<file path="src/sdc_consts.vh">
// Named constants shared by the DDR command control block, its checks, the controller model and the testbench.
`ifndef SDC_CONSTS_VH
`define SDC_CONSTS_VH

// Command codes as {row strobe, column strobe, write enable}, all active low.
`define SDC_CMD_MRS       3'h0
`define SDC_CMD_REF       3'h1
`define SDC_CMD_PRE       3'h2
`define SDC_CMD_ACT       3'h3
`define SDC_CMD_WR        3'h4
`define SDC_CMD_RD        3'h5
`define SDC_CMD_BST       3'h6
`define SDC_CMD_NOP       3'h7

// Address pin field positions for the 16-bit-wide variant.
`define SDC_AP_BIT        10
`define SDC_ROW_W         13
`define SDC_COL_W         9
`define SDC_ADDR_W        13

// Operating mode word fields.
`define SDC_BL_MSB        2
`define SDC_BL_LSB        0
`define SDC_BT_BIT        3
`define SDC_CL_MSB        6
`define SDC_CL_LSB        4
`define SDC_DLL_BIT       8
`define SDC_BL_CODE_2     3'h1
`define SDC_BL_CODE_4     3'h2
`define SDC_BL_CODE_8     3'h3
`define SDC_MODE_RESET    13'h0000

// Bank address codes that select a mode word.
`define SDC_BA_BASE       2'h0
`define SDC_BA_EXTRA      2'h1

// Power states.
`define SDC_PS_RUN        2'h0
`define SDC_PS_PD_PRE     2'h1
`define SDC_PS_PD_ACT     2'h2
`define SDC_PS_SELF       2'h3

// Self refresh interval, in nanoseconds, and its length in clock cycles.
`define SDC_CLK_NS        10
`define SDC_TREFI_NS      7800
`define SDC_TREFI_CYC     (`SDC_TREFI_NS / `SDC_CLK_NS)

// Data widths.
`define SDC_DQ_W          16
`define SDC_DM_W          2
`define SDC_WORD_W        32
`define SDC_MASK_W        4

`endif

</file>
<file path="src/sdc_fifo2.v">
// Two-entry valid/ready buffer for captured write words.
`timescale 1ns/1ps
`default_nettype none

module sdc_fifo2 #(
  parameter WIDTH = 61
) (
  // Clock and reset.
  input  wire             clock,
  input  wire             rst,
  // Filling side.
  input  wire             in_valid,
  output wire             in_ready,
  input  wire [WIDTH-1:0] in_data,
  // Draining side.
  input  wire             out_ready,
  output wire             out_valid,
  output wire [WIDTH-1:0] out_data
);

  reg [WIDTH-1:0] mem_q [0:1];
  reg             rd_ptr_q;
  reg             wr_ptr_q;
  reg [1:0]       count_q;

  wire push = in_valid & in_ready;
  wire pop  = out_valid & out_ready;

  assign in_ready  = (count_q != 2'h2);
  assign out_valid = (count_q != 2'h0);
  assign out_data  = mem_q[rd_ptr_q];

  // Pointers and fill count; a full buffer refuses new words.
  always @(posedge clock) begin
    if (rst) begin
      rd_ptr_q <= 1'b0;
      wr_ptr_q <= 1'b0;
      count_q  <= 2'h0;
    end else begin
      if (push) begin
        wr_ptr_q <= ~wr_ptr_q;
      end
      if (pop) begin
        rd_ptr_q <= ~rd_ptr_q;
      end
      if (push & ~pop) begin
        count_q <= count_q + 2'h1;
      end else if (pop & ~push) begin
        count_q <= count_q - 2'h1;
      end
    end
  end

  // Storage needs no reset; the count guards it.
  always @(posedge clock) begin
    if (push) begin
      mem_q[wr_ptr_q] <= in_data;
    end
  end

endmodule // sdc_fifo2

`default_nettype wire

</file>
<file path="src/sdc_ctrl.v">
// DDR SDRAM device-side command, clock-enable and mode control.
`include "sdc_consts.vh"
`timescale 1ns/1ps
`default_nettype none

module sdc_ctrl (
  // Clock and reset.
  input  wire                     clock,
  input  wire                     rst,
  // Memory command pins.
  input  wire                     ck,
  input  wire                     cke,
  input  wire                     cs_n,
  input  wire                     ras_n,
  input  wire                     cas_n,
  input  wire                     we_n,
  input  wire [1:0]               ba,
  input  wire [`SDC_ADDR_W-1:0]   addr,
  // Memory data pins.
  input  wire [`SDC_DM_W-1:0]     dm,
  input  wire [`SDC_DQ_W-1:0]     dq_in,
  output reg  [`SDC_DQ_W-1:0]     dq_out,
  output reg                      dq_oe_n,
  output reg                      dqs_out,
  output reg                      dqs_oe_n,
  // Core write port.
  output wire                     core_wr_valid,
  input  wire                     core_wr_ready,
  output wire [60:0]              core_wr_info,
  // Core read port.
  output reg                      core_rd_req,
  output reg  [23:0]              core_rd_addr,
  input  wire                     core_rd_valid,
  input  wire [`SDC_WORD_W-1:0]   core_rd_data,
  // Core refresh port.
  output reg                      refresh_pulse,
  output reg  [`SDC_ROW_W-1:0]    refresh_row,
  // Status.
  output reg  [3:0]               bank_open,
  output reg  [1:0]               power_state,
  output reg  [`SDC_ADDR_W-1:0]   operating_mode_word,
  output reg  [`SDC_ADDR_W-1:0]   extra_mode_word,
  output reg                      dll_reset_pulse,
  output reg                      write_stall
);

  localparam PIN_W = 1 + 1 + 1 + 3 + 2 + `SDC_ADDR_W + `SDC_DM_W + `SDC_DQ_W;
  localparam [12:0] TREFI_CYC = `SDC_TREFI_CYC;

  ////////////////////////////////////////////////////////////////////////////
  // Column of a beat within a wrapping burst block.
  // wrapping burst column.
  function [`SDC_COL_W-1:0] beat_col;
    input [`SDC_COL_W-1:0] start;
    input [2:0]            idx;
    input [2:0]            bl_code;
    input                  interleave;
    reg   [2:0]            mask;
    reg   [2:0]            low;
    begin
      mask = (bl_code == `SDC_BL_CODE_8) ? 3'h7 :
             (bl_code == `SDC_BL_CODE_4) ? 3'h3 : 3'h1;
      low  = interleave ? (start[2:0] ^ idx) : (start[2:0] + idx);
      beat_col = {start[`SDC_COL_W-1:3], (start[2:0] & ~mask) | (low & mask)};
    end
  endfunction

  // Number of double-width words in a burst.
  function [2:0] burst_words;
    input [2:0] bl_code;
    begin
      burst_words = (bl_code == `SDC_BL_CODE_8) ? 3'h4 :
                    (bl_code == `SDC_BL_CODE_4) ? 3'h2 : 3'h1;
    end
  endfunction

  ////////////////////////////////////////////////////////////////////////////
  // Pin synchroniser; the second stage is the only reader of the first.
  reg  [PIN_W-1:0] sync1_q;
  reg  [PIN_W-1:0] sync2_q;
  reg              ck_prev_q;

  always @(posedge clock) begin
    if (rst) begin
      sync1_q   <= {PIN_W{1'b1}};
      sync2_q   <= {PIN_W{1'b1}};
      ck_prev_q <= 1'b1;
    end else begin
      sync1_q   <= {ck, cke, cs_n, ras_n, cas_n, we_n, ba, addr, dm, dq_in};
      sync2_q   <= sync1_q;
      ck_prev_q <= sync2_q[PIN_W-1];
    end
  end

  wire                   ck_s   = sync2_q[PIN_W-1];
  wire                   cke_s  = sync2_q[PIN_W-2];
  wire                   csn_s  = sync2_q[PIN_W-3];
  wire [2:0]             cmd_s  = sync2_q[PIN_W-4:PIN_W-6];
  wire [1:0]             ba_s   = sync2_q[PIN_W-7:PIN_W-8];
  wire [`SDC_ADDR_W-1:0] addr_s = sync2_q[`SDC_DQ_W+`SDC_DM_W+`SDC_ADDR_W-1:
                                          `SDC_DQ_W+`SDC_DM_W];
  wire [`SDC_DM_W-1:0]   dm_s   = sync2_q[`SDC_DQ_W+`SDC_DM_W-1:`SDC_DQ_W];
  wire [`SDC_DQ_W-1:0]   dq_s   = sync2_q[`SDC_DQ_W-1:0];

  // Rising edges register commands; both edges move data.
  wire ck_rise = ck_s & ~ck_prev_q;
  wire ck_fall = ~ck_s & ck_prev_q;
  wire is_nop  = csn_s | (cmd_s == `SDC_CMD_NOP);

  ////////////////////////////////////////////////////////////////////////////
  // Bank, burst and refresh state.
  reg                   cke_prev_q;
  reg [`SDC_ROW_W-1:0]  row_q [0:3];
  reg [1:0]             bst_bank_q;
  reg [`SDC_COL_W-1:0]  bst_col_q;
  reg [2:0]             bst_idx_q;
  reg [2:0]             words_left_q;
  reg                   bst_ap_q;
  reg                   rd_act_q;
  reg                   wr_act_q;
  reg [`SDC_WORD_W-1:0] rd_word_q;
  reg [`SDC_DQ_W-1:0]   wr_lo_q;
  reg [`SDC_DM_W-1:0]   wm_lo_q;
  reg [12:0]            sref_cnt_q;
  reg                   fifo_push_q;
  reg [60:0]            fifo_word_q;

  wire       all_idle  = (bank_open == 4'h0);
  wire [2:0] bl_code   = operating_mode_word[`SDC_BL_MSB:`SDC_BL_LSB];
  wire       bl_ilv    = operating_mode_word[`SDC_BT_BIT];
  wire       fifo_ready;

  // Command decode, clock-enable handling and burst sequencing.
  always @(posedge clock) begin
    if (rst) begin
      cke_prev_q          <= 1'b0;
      power_state         <= `SDC_PS_RUN;
      bank_open           <= 4'h0;
      operating_mode_word <= `SDC_MODE_RESET;
      extra_mode_word     <= `SDC_MODE_RESET;
      dll_reset_pulse     <= 1'b0;
      refresh_pulse       <= 1'b0;
      refresh_row         <= {`SDC_ROW_W{1'b0}};
      sref_cnt_q          <= 13'h0000;
      bst_bank_q          <= 2'h0;
      bst_col_q           <= {`SDC_COL_W{1'b0}};
      bst_idx_q           <= 3'h0;
      words_left_q        <= 3'h0;
      bst_ap_q            <= 1'b0;
      rd_act_q            <= 1'b0;
      wr_act_q            <= 1'b0;
      core_rd_req         <= 1'b0;
      core_rd_addr        <= 24'h000000;
    end else begin
      dll_reset_pulse <= 1'b0;
      refresh_pulse   <= 1'b0;
      core_rd_req     <= 1'b0;
      // Self refresh keeps rows alive from its own timer.
      if (power_state == `SDC_PS_SELF) begin
        if (sref_cnt_q == TREFI_CYC) begin
          sref_cnt_q    <= 13'h0000;
          refresh_pulse <= 1'b1;
          refresh_row   <= refresh_row + 13'h0001;
        end else begin
          sref_cnt_q <= sref_cnt_q + 13'h0001;
        end
      end else begin
        sref_cnt_q <= 13'h0000;
      end
      if (ck_rise) begin
        cke_prev_q <= cke_s;
        // Word boundary of an active burst: advance or finish.
        if (rd_act_q | wr_act_q) begin
          if (words_left_q == 3'h1) begin
            rd_act_q     <= 1'b0;
            wr_act_q     <= 1'b0;
            words_left_q <= 3'h0;
            if (bst_ap_q) begin
              bank_open[bst_bank_q] <= 1'b0;
            end
          end else begin
            words_left_q <= words_left_q - 3'h1;
            bst_idx_q    <= bst_idx_q + 3'h2;
            if (rd_act_q) begin
              core_rd_req  <= 1'b1;
              core_rd_addr <= {bst_bank_q, row_q[bst_bank_q],
                               beat_col(bst_col_q, bst_idx_q + 3'h2, bl_code, bl_ilv)};
            end
          end
        end
        case (power_state)
          `SDC_PS_RUN: begin
            if (cke_prev_q & cke_s & ~csn_s) begin
              case (cmd_s)
                `SDC_CMD_ACT: begin
                  bank_open[ba_s] <= 1'b1;
                  row_q[ba_s]     <= addr_s;
                end
                `SDC_CMD_RD, `SDC_CMD_WR: begin
                  bst_bank_q   <= ba_s;
                  bst_col_q    <= addr_s[`SDC_COL_W-1:0];
                  bst_idx_q    <= 3'h0;
                  words_left_q <= burst_words(bl_code);
                  bst_ap_q     <= addr_s[`SDC_AP_BIT];
                  rd_act_q     <= (cmd_s == `SDC_CMD_RD);
                  wr_act_q     <= (cmd_s == `SDC_CMD_WR);
                  if (cmd_s == `SDC_CMD_RD) begin
                    core_rd_req  <= 1'b1;
                    core_rd_addr <= {ba_s, row_q[ba_s],
                                     beat_col(addr_s[`SDC_COL_W-1:0], 3'h0,
                                              bl_code, bl_ilv)};
                  end
                end
                `SDC_CMD_BST: begin
                  if (rd_act_q & ~bst_ap_q) begin
                    rd_act_q     <= 1'b0;
                    words_left_q <= 3'h0;
                  end
                end
                `SDC_CMD_PRE: begin
                  if (addr_s[`SDC_AP_BIT]) begin
                    bank_open <= 4'h0;
                  end else begin
                    bank_open[ba_s] <= 1'b0;
                  end
                end
                // one refresh from the internal counter.
                `SDC_CMD_REF: begin
                  refresh_pulse <= 1'b1;
                  refresh_row   <= refresh_row + 13'h0001;
                end
                `SDC_CMD_MRS: begin
                  if (ba_s == `SDC_BA_BASE) begin
                    operating_mode_word <= addr_s;
                    dll_reset_pulse     <= addr_s[`SDC_DLL_BIT];
                  end else if (ba_s == `SDC_BA_EXTRA) begin
                    extra_mode_word <= addr_s;
                  end
                end
                default: begin
                end
              endcase
            end else if (cke_prev_q & ~cke_s) begin
              if (~csn_s & (cmd_s == `SDC_CMD_REF) & all_idle) begin
                power_state <= `SDC_PS_SELF;
              end else if (is_nop) begin
                power_state <= all_idle ? `SDC_PS_PD_PRE : `SDC_PS_PD_ACT;
              end
            end
          end
          default: begin
            // Exit from any low-power state needs enable high with a no-op.
            if (~cke_prev_q & cke_s & is_nop) begin
              power_state <= `SDC_PS_RUN;
            end
          end
        endcase
      end
    end
  end

  ////////////////////////////////////////////////////////////////////////////
  // one core word as two pin beats on reads.
  always @(posedge clock) begin
    if (rst) begin
      rd_word_q <= {`SDC_WORD_W{1'b0}};
      dq_out    <= {`SDC_DQ_W{1'b0}};
      dq_oe_n   <= 1'b1;
      dqs_out   <= 1'b0;
      dqs_oe_n  <= 1'b1;
    end else begin
      if (core_rd_valid) begin
        rd_word_q <= core_rd_data;
      end
      if (ck_fall & rd_act_q) begin
        dq_out   <= rd_word_q[`SDC_DQ_W-1:0];
        dq_oe_n  <= 1'b0;
        dqs_out  <= 1'b1;
        dqs_oe_n <= 1'b0;
      end else if (ck_rise & ~dq_oe_n) begin
        dq_out  <= rd_word_q[`SDC_WORD_W-1:`SDC_DQ_W];
        dqs_out <= 1'b0;
        // The last high beat keeps its drive until the rise after it ends.
        if (~rd_act_q) begin
          dq_oe_n  <= 1'b1;
          dqs_oe_n <= 1'b1;
        end
      end
    end
  end

  // two write beats pair into one word, low beat first.
  always @(posedge clock) begin
    if (rst) begin
      wr_lo_q     <= {`SDC_DQ_W{1'b0}};
      wm_lo_q     <= {`SDC_DM_W{1'b0}};
      fifo_push_q <= 1'b0;
      fifo_word_q <= 61'h0;
      write_stall <= 1'b0;
    end else begin
      fifo_push_q <= fifo_push_q & ~fifo_ready;
      write_stall <= ~fifo_ready;
      if (ck_fall & wr_act_q) begin
        wr_lo_q <= dq_s;
        wm_lo_q <= dm_s;
      end else if (ck_rise & wr_act_q) begin
        fifo_push_q <= 1'b1;
        fifo_word_q <= {1'b0, bst_bank_q, row_q[bst_bank_q],
                        beat_col(bst_col_q, bst_idx_q, bl_code, bl_ilv),
                        dm_s, wm_lo_q, dq_s, wr_lo_q};
      end
    end
  end

  // Write words wait here when the core stalls.
  sdc_fifo2 #(
    .WIDTH (61)
  ) u_wr_buf (
    .clock     (clock),
    .rst       (rst),
    .in_valid  (fifo_push_q),
    .in_ready  (fifo_ready),
    .in_data   (fifo_word_q),
    .out_ready (core_wr_ready),
    .out_valid (core_wr_valid),
    .out_data  (core_wr_info)
  );

endmodule // sdc_ctrl

`default_nettype wire

</file>
<file path="config.mk">
export PLATFORM = sky130hd
export DESIGN_NAME = sdc_ctrl
export DESIGN_NICKNAME = d
export VERILOG_FILES = /design/src/sdc_fifo2.v /design/src/sdc_ctrl.v
export VERILOG_INCLUDE_DIRS = /design/src
export SDC_FILE = /design/constraint.sdc
export NUM_CORES = 1
export LEC_CHECK = 0
export BUFFER_PORTS_ARGS = -buffer_cell sky130_fd_sc_hd__clkbuf_2
export CAP_MARGIN = 20
export CORE_MARGIN = 5
export CORE_UTILIZATION = 45
export CTS_CLUSTER_SIZE = 20
export DETAILED_ROUTE_END_ITERATION = 7
export GPL_TIMING_DRIVEN = 0
export HOLD_SLACK_MARGIN = 0.06
export SLEW_MARGIN = 25
export SYNTH_ARGS = -nofsm -noshare
export SYNTH_HDL_FRONTEND = slang
export SYNTH_HIERARCHICAL = 1
export SYNTH_SLANG_ARGS = --single-unit
</file>
<file path="constraint.sdc">
create_clock -name clock -period 5.25 [get_ports clock]
set_input_delay 0.2625 -clock clock [delete_from_list [all_inputs] [get_ports clock]]
set_output_delay 0.2625 -clock clock [all_outputs]
set_load 0.005 [all_outputs]
</file>
==> reports/summary.txt <==
Min Tclk post-route = 2.870 ns
Core area = 40650 um^2
Mux contribution to synthesized area = 10.24%
Root buffer cell = clkbuf_16
Filler cell count in the final layout = 3466
Antenna Diode Count = 0
Switch share = 21.33%
Design area = 22610 um^2
Fmax achieved = 348.4 MHz
Crit-path slowest cell = nor2b_2
Top Ports = 229
Port Buffers = 227
Clk slew on worst S/H paths = 0.06 ns
Crit path DAT = 3.08 ns
Post-synth EDFFs = 174
Smallest setup slack after layout = 2.380 ns
Effective utilization at floorplan = 45.27%
Pin count of the biggest net entering global routing = 50
Switch Pwr = 0.001666 W
Slowest stage delay, CP = 0.73 ns
Vias in the first global route = 12944
Synth area leaders = dfxtp_1, edfxtp_1, nand2_1
P_leak = 8.507 nW
Drt pass-1 iters = 5
Synth-to-layout area growth = 22.85%
Post-Synth Simple-Gate Area = 14.27%
Post-synth top cells = dfxtp_1, nand2_1, edfxtp_1
Buffer depth of the longest clock path = 3
Worst Path Max Fanout = 13
Via density = 5.119
Crit path max-delay family = buffers and inverters
Synthesized cell area = 18400 um^2
DRC Markers = 0
Most common cell in the netlist = dfxtp_1
Compound-cell area share of the yosys netlist = 7.696%
Row cnt = 74
Inserted Clock Buffers = 50
Postcts setup bufs = 0
Status = completed
Setup violations, final = 0
Seq/Total Area, Yosys = 63.31%
First-pass GRT wire length = 72.85 mm
Share of cells above drive strength 1 = 25.77%
Total grt overflow = 0
Critical Path Start Type = flip-flop
Clk sinks = 495
Final HPWL DP = 33.92 mm
Post-CTS Resized = 0
RSZ-0062 raised after global routing = no
Pint = 0.006144 W
Initial antenna violation count = 1
Cells after DPL = 2348
Footprint of the multi-input gates = 6287 um^2
Final TNS setup = 0 ns
Final antenna-violating net count = 0
GR Util All Layers = 20.75%
Ys flop type = dfxtp_1
Via count = 12855
Cell count after synthesis = 1585
Seq pwr share = 51.6%
Post-synthesis xor/xnor area fraction = 1.142%
Post-synth ARST share = 0%
YS warnings = 6
Final non-filler cell total = 2511
Skew final = 0.02643 ns
Crit end category = flip-flop
Die height = 212.2 um
Reg area = 11650 um^2
Pwr dens = 345.4 nW/um^2
Clk_lat worst skew = 0.59 ns
Mean cell area of the mapped netlist = 11.61 um^2
Post-Synth Adder-Cell Area = 0.6527%
Gate power share = 4.6%
# nets final = 2024
Full die area = 45040 um^2
Slew headroom = 37.33%
Final hold slack = 0.1171 ns
Dpl ws = 2.386 ns
Routed length per instance = 18.90 um
Distinct cells, synth = 64
Global placement routability congestion = 0.8355
Top cell type's share of synthesized area = 34.92%
Yosys reg bits = 495
Die Wd = 212.2 um
Tcrit/Tclk final = 54.67%
Cell mode on critical path = buf_2
Iteration-0 DRC Markers = 653
Final Hold Fails = 0
Main combinational cell family by area after synthesis = simple AND/OR/NAND/NOR gates
H-Tree Level Count = 2
Maximum vdd drop = 0.0002165 V
CP required = 5.46 ns
Worst Hold Class = in2reg
WS Path Type = reg2reg
Max Cap Violations = 0
Final wirelength = 47.47 mm
CTS tree = done
Critical Path, Cell by Cell = buf_2, buf_2, nor2b_1, clkbuf_1, nor2b_2
Pins Over Slew Limit = 0
Worst Tran Pin Value = 0.9377 ns
CTS Hold Bufs = 72
Area after DPL = 20300 um^2
Crit path buf inv count = 3
Clock network power share = 43.8%
Largest area contributor in the netlist = dfxtp_1
==> state kept, by name, summed over array words and instances, names as in the netlist, 9 cells and up, named ones only <==
| name | count |
|---|---|
| bst_col_q | 9 |
| core_rd_addr | 24 |
| dq_out | 16 |
| extra_mode_word | 13 |
| fifo_word_q | 60 |
| operating_mode_word | 13 |
| rd_word_q | 32 |
| refresh_row | 13 |
| row_q | 52 |
| sref_cnt_q | 13 |
| sync1_q | 39 |
| sync2_q | 39 |
| u_wr_buf/mem_q | 122 |
| wr_lo_q | 16 |
==> final timing paths <==
kind / startpoint / end / slack [ns] / cells after the start
max: sync2_q[31] / row_q[1][7] / 2.38 / 5
min: core_rd_valid / rd_word_q[0] / 0.12 / 3
max reg2reg: sync2_q[31] / row_q[1][7] / 2.38 / 5
min reg2reg: sync1_q[5] / sync2_q[5] / 0.40 / 1
==> metal layers <==
| metal | share of wire (%) | global-route usage (%) | vias up |
|---|---|---|---|
| met5 | 0 | 0 | - |
| met4 | 2.5 | 6.224 | 0 |
| met3 | 5.7 | 3.866 | 76 |
| met2 | 48 | 34.70 | 329 |
| met1 | 44 | 27.80 | 6175 |
| li1 | - | - | 6275 |
==> power by group through the flow <==
stage	Clock [W]	Sequential, W	Combinational, W
2_1_floorplan	0	0.00410	0.000191
3_3_place_gp	0	0.00411	0.000323
3_5_place_dp	0	0.00411	0.000325
4_1_cts	0.00349	0.00403	0.000368
5_1_grt	0.00364	0.00403	0.000395
6_report	0.00342	0.00403	0.000362
==> logic make-up after synthesis <==
| group | count (synthesis) |
|---|---|
| and+or+nand+nor | 551 |
| xor gates and xnor gates | 24 |
| muxes | 148 |
| DFF | 495 |
| buffers and inverters | 117 |
| other | 2 |
| adders and majority gates | 9 |
| AOI/OAI and AO/OA | 239 |
==> stage by stage <==
stage,util [%],power [W]
2_1_floorplan,-,0.004288
3_3_place_gp,49.72,0.004432
3_5_place_dp,49.93,0.004436
4_1_cts,55.62,0.007886
5_1_grt,55.62,0.008066
6_report,55.62,0.007810
==> tightest hold or removal path: cells and delay by family <==
family	cells	cell delay, ns
muxes	1	0.15
buffers and inverters	1	0.17
and+or+nand+nor	1	0.07
==> layout by cell type, fill, tap and decap left out, drive strengths merged, types with 4 or more instances in the layout <==
cell and count:
nor3 19, xnor2 7, clkbuf 376, and3 5, or3 23, nor2 135
o211a 8, and2 7, nand3 26, inv 18, dlygate4sd3 72, and4 4
mux2i 60, a21oi 112, edfxtp 174, nand2b 10, nor2b 10, nor4 5
dfxtp 321, or2 81, o21ai 62, clkinv 18, nand2 206, ha 8
a211oi 15, mux4 26, nand4 6, xor2 17, a311oi 17, mux2 62
buf 24
==> cell type report <==
type	count	share of cell area, %
Buffer	99	1.854
Clock buffer	72	6.409
Clock inverter	19	0.6309
Inverter	18	0.3099
Multi-Input combinational cell	974	27.81
Sequential cell	495	51.54
Tap cell	532	2.944
Timing Repair Buffer	302	8.506
No activity file was read; power rests on OpenSTA's default activity.
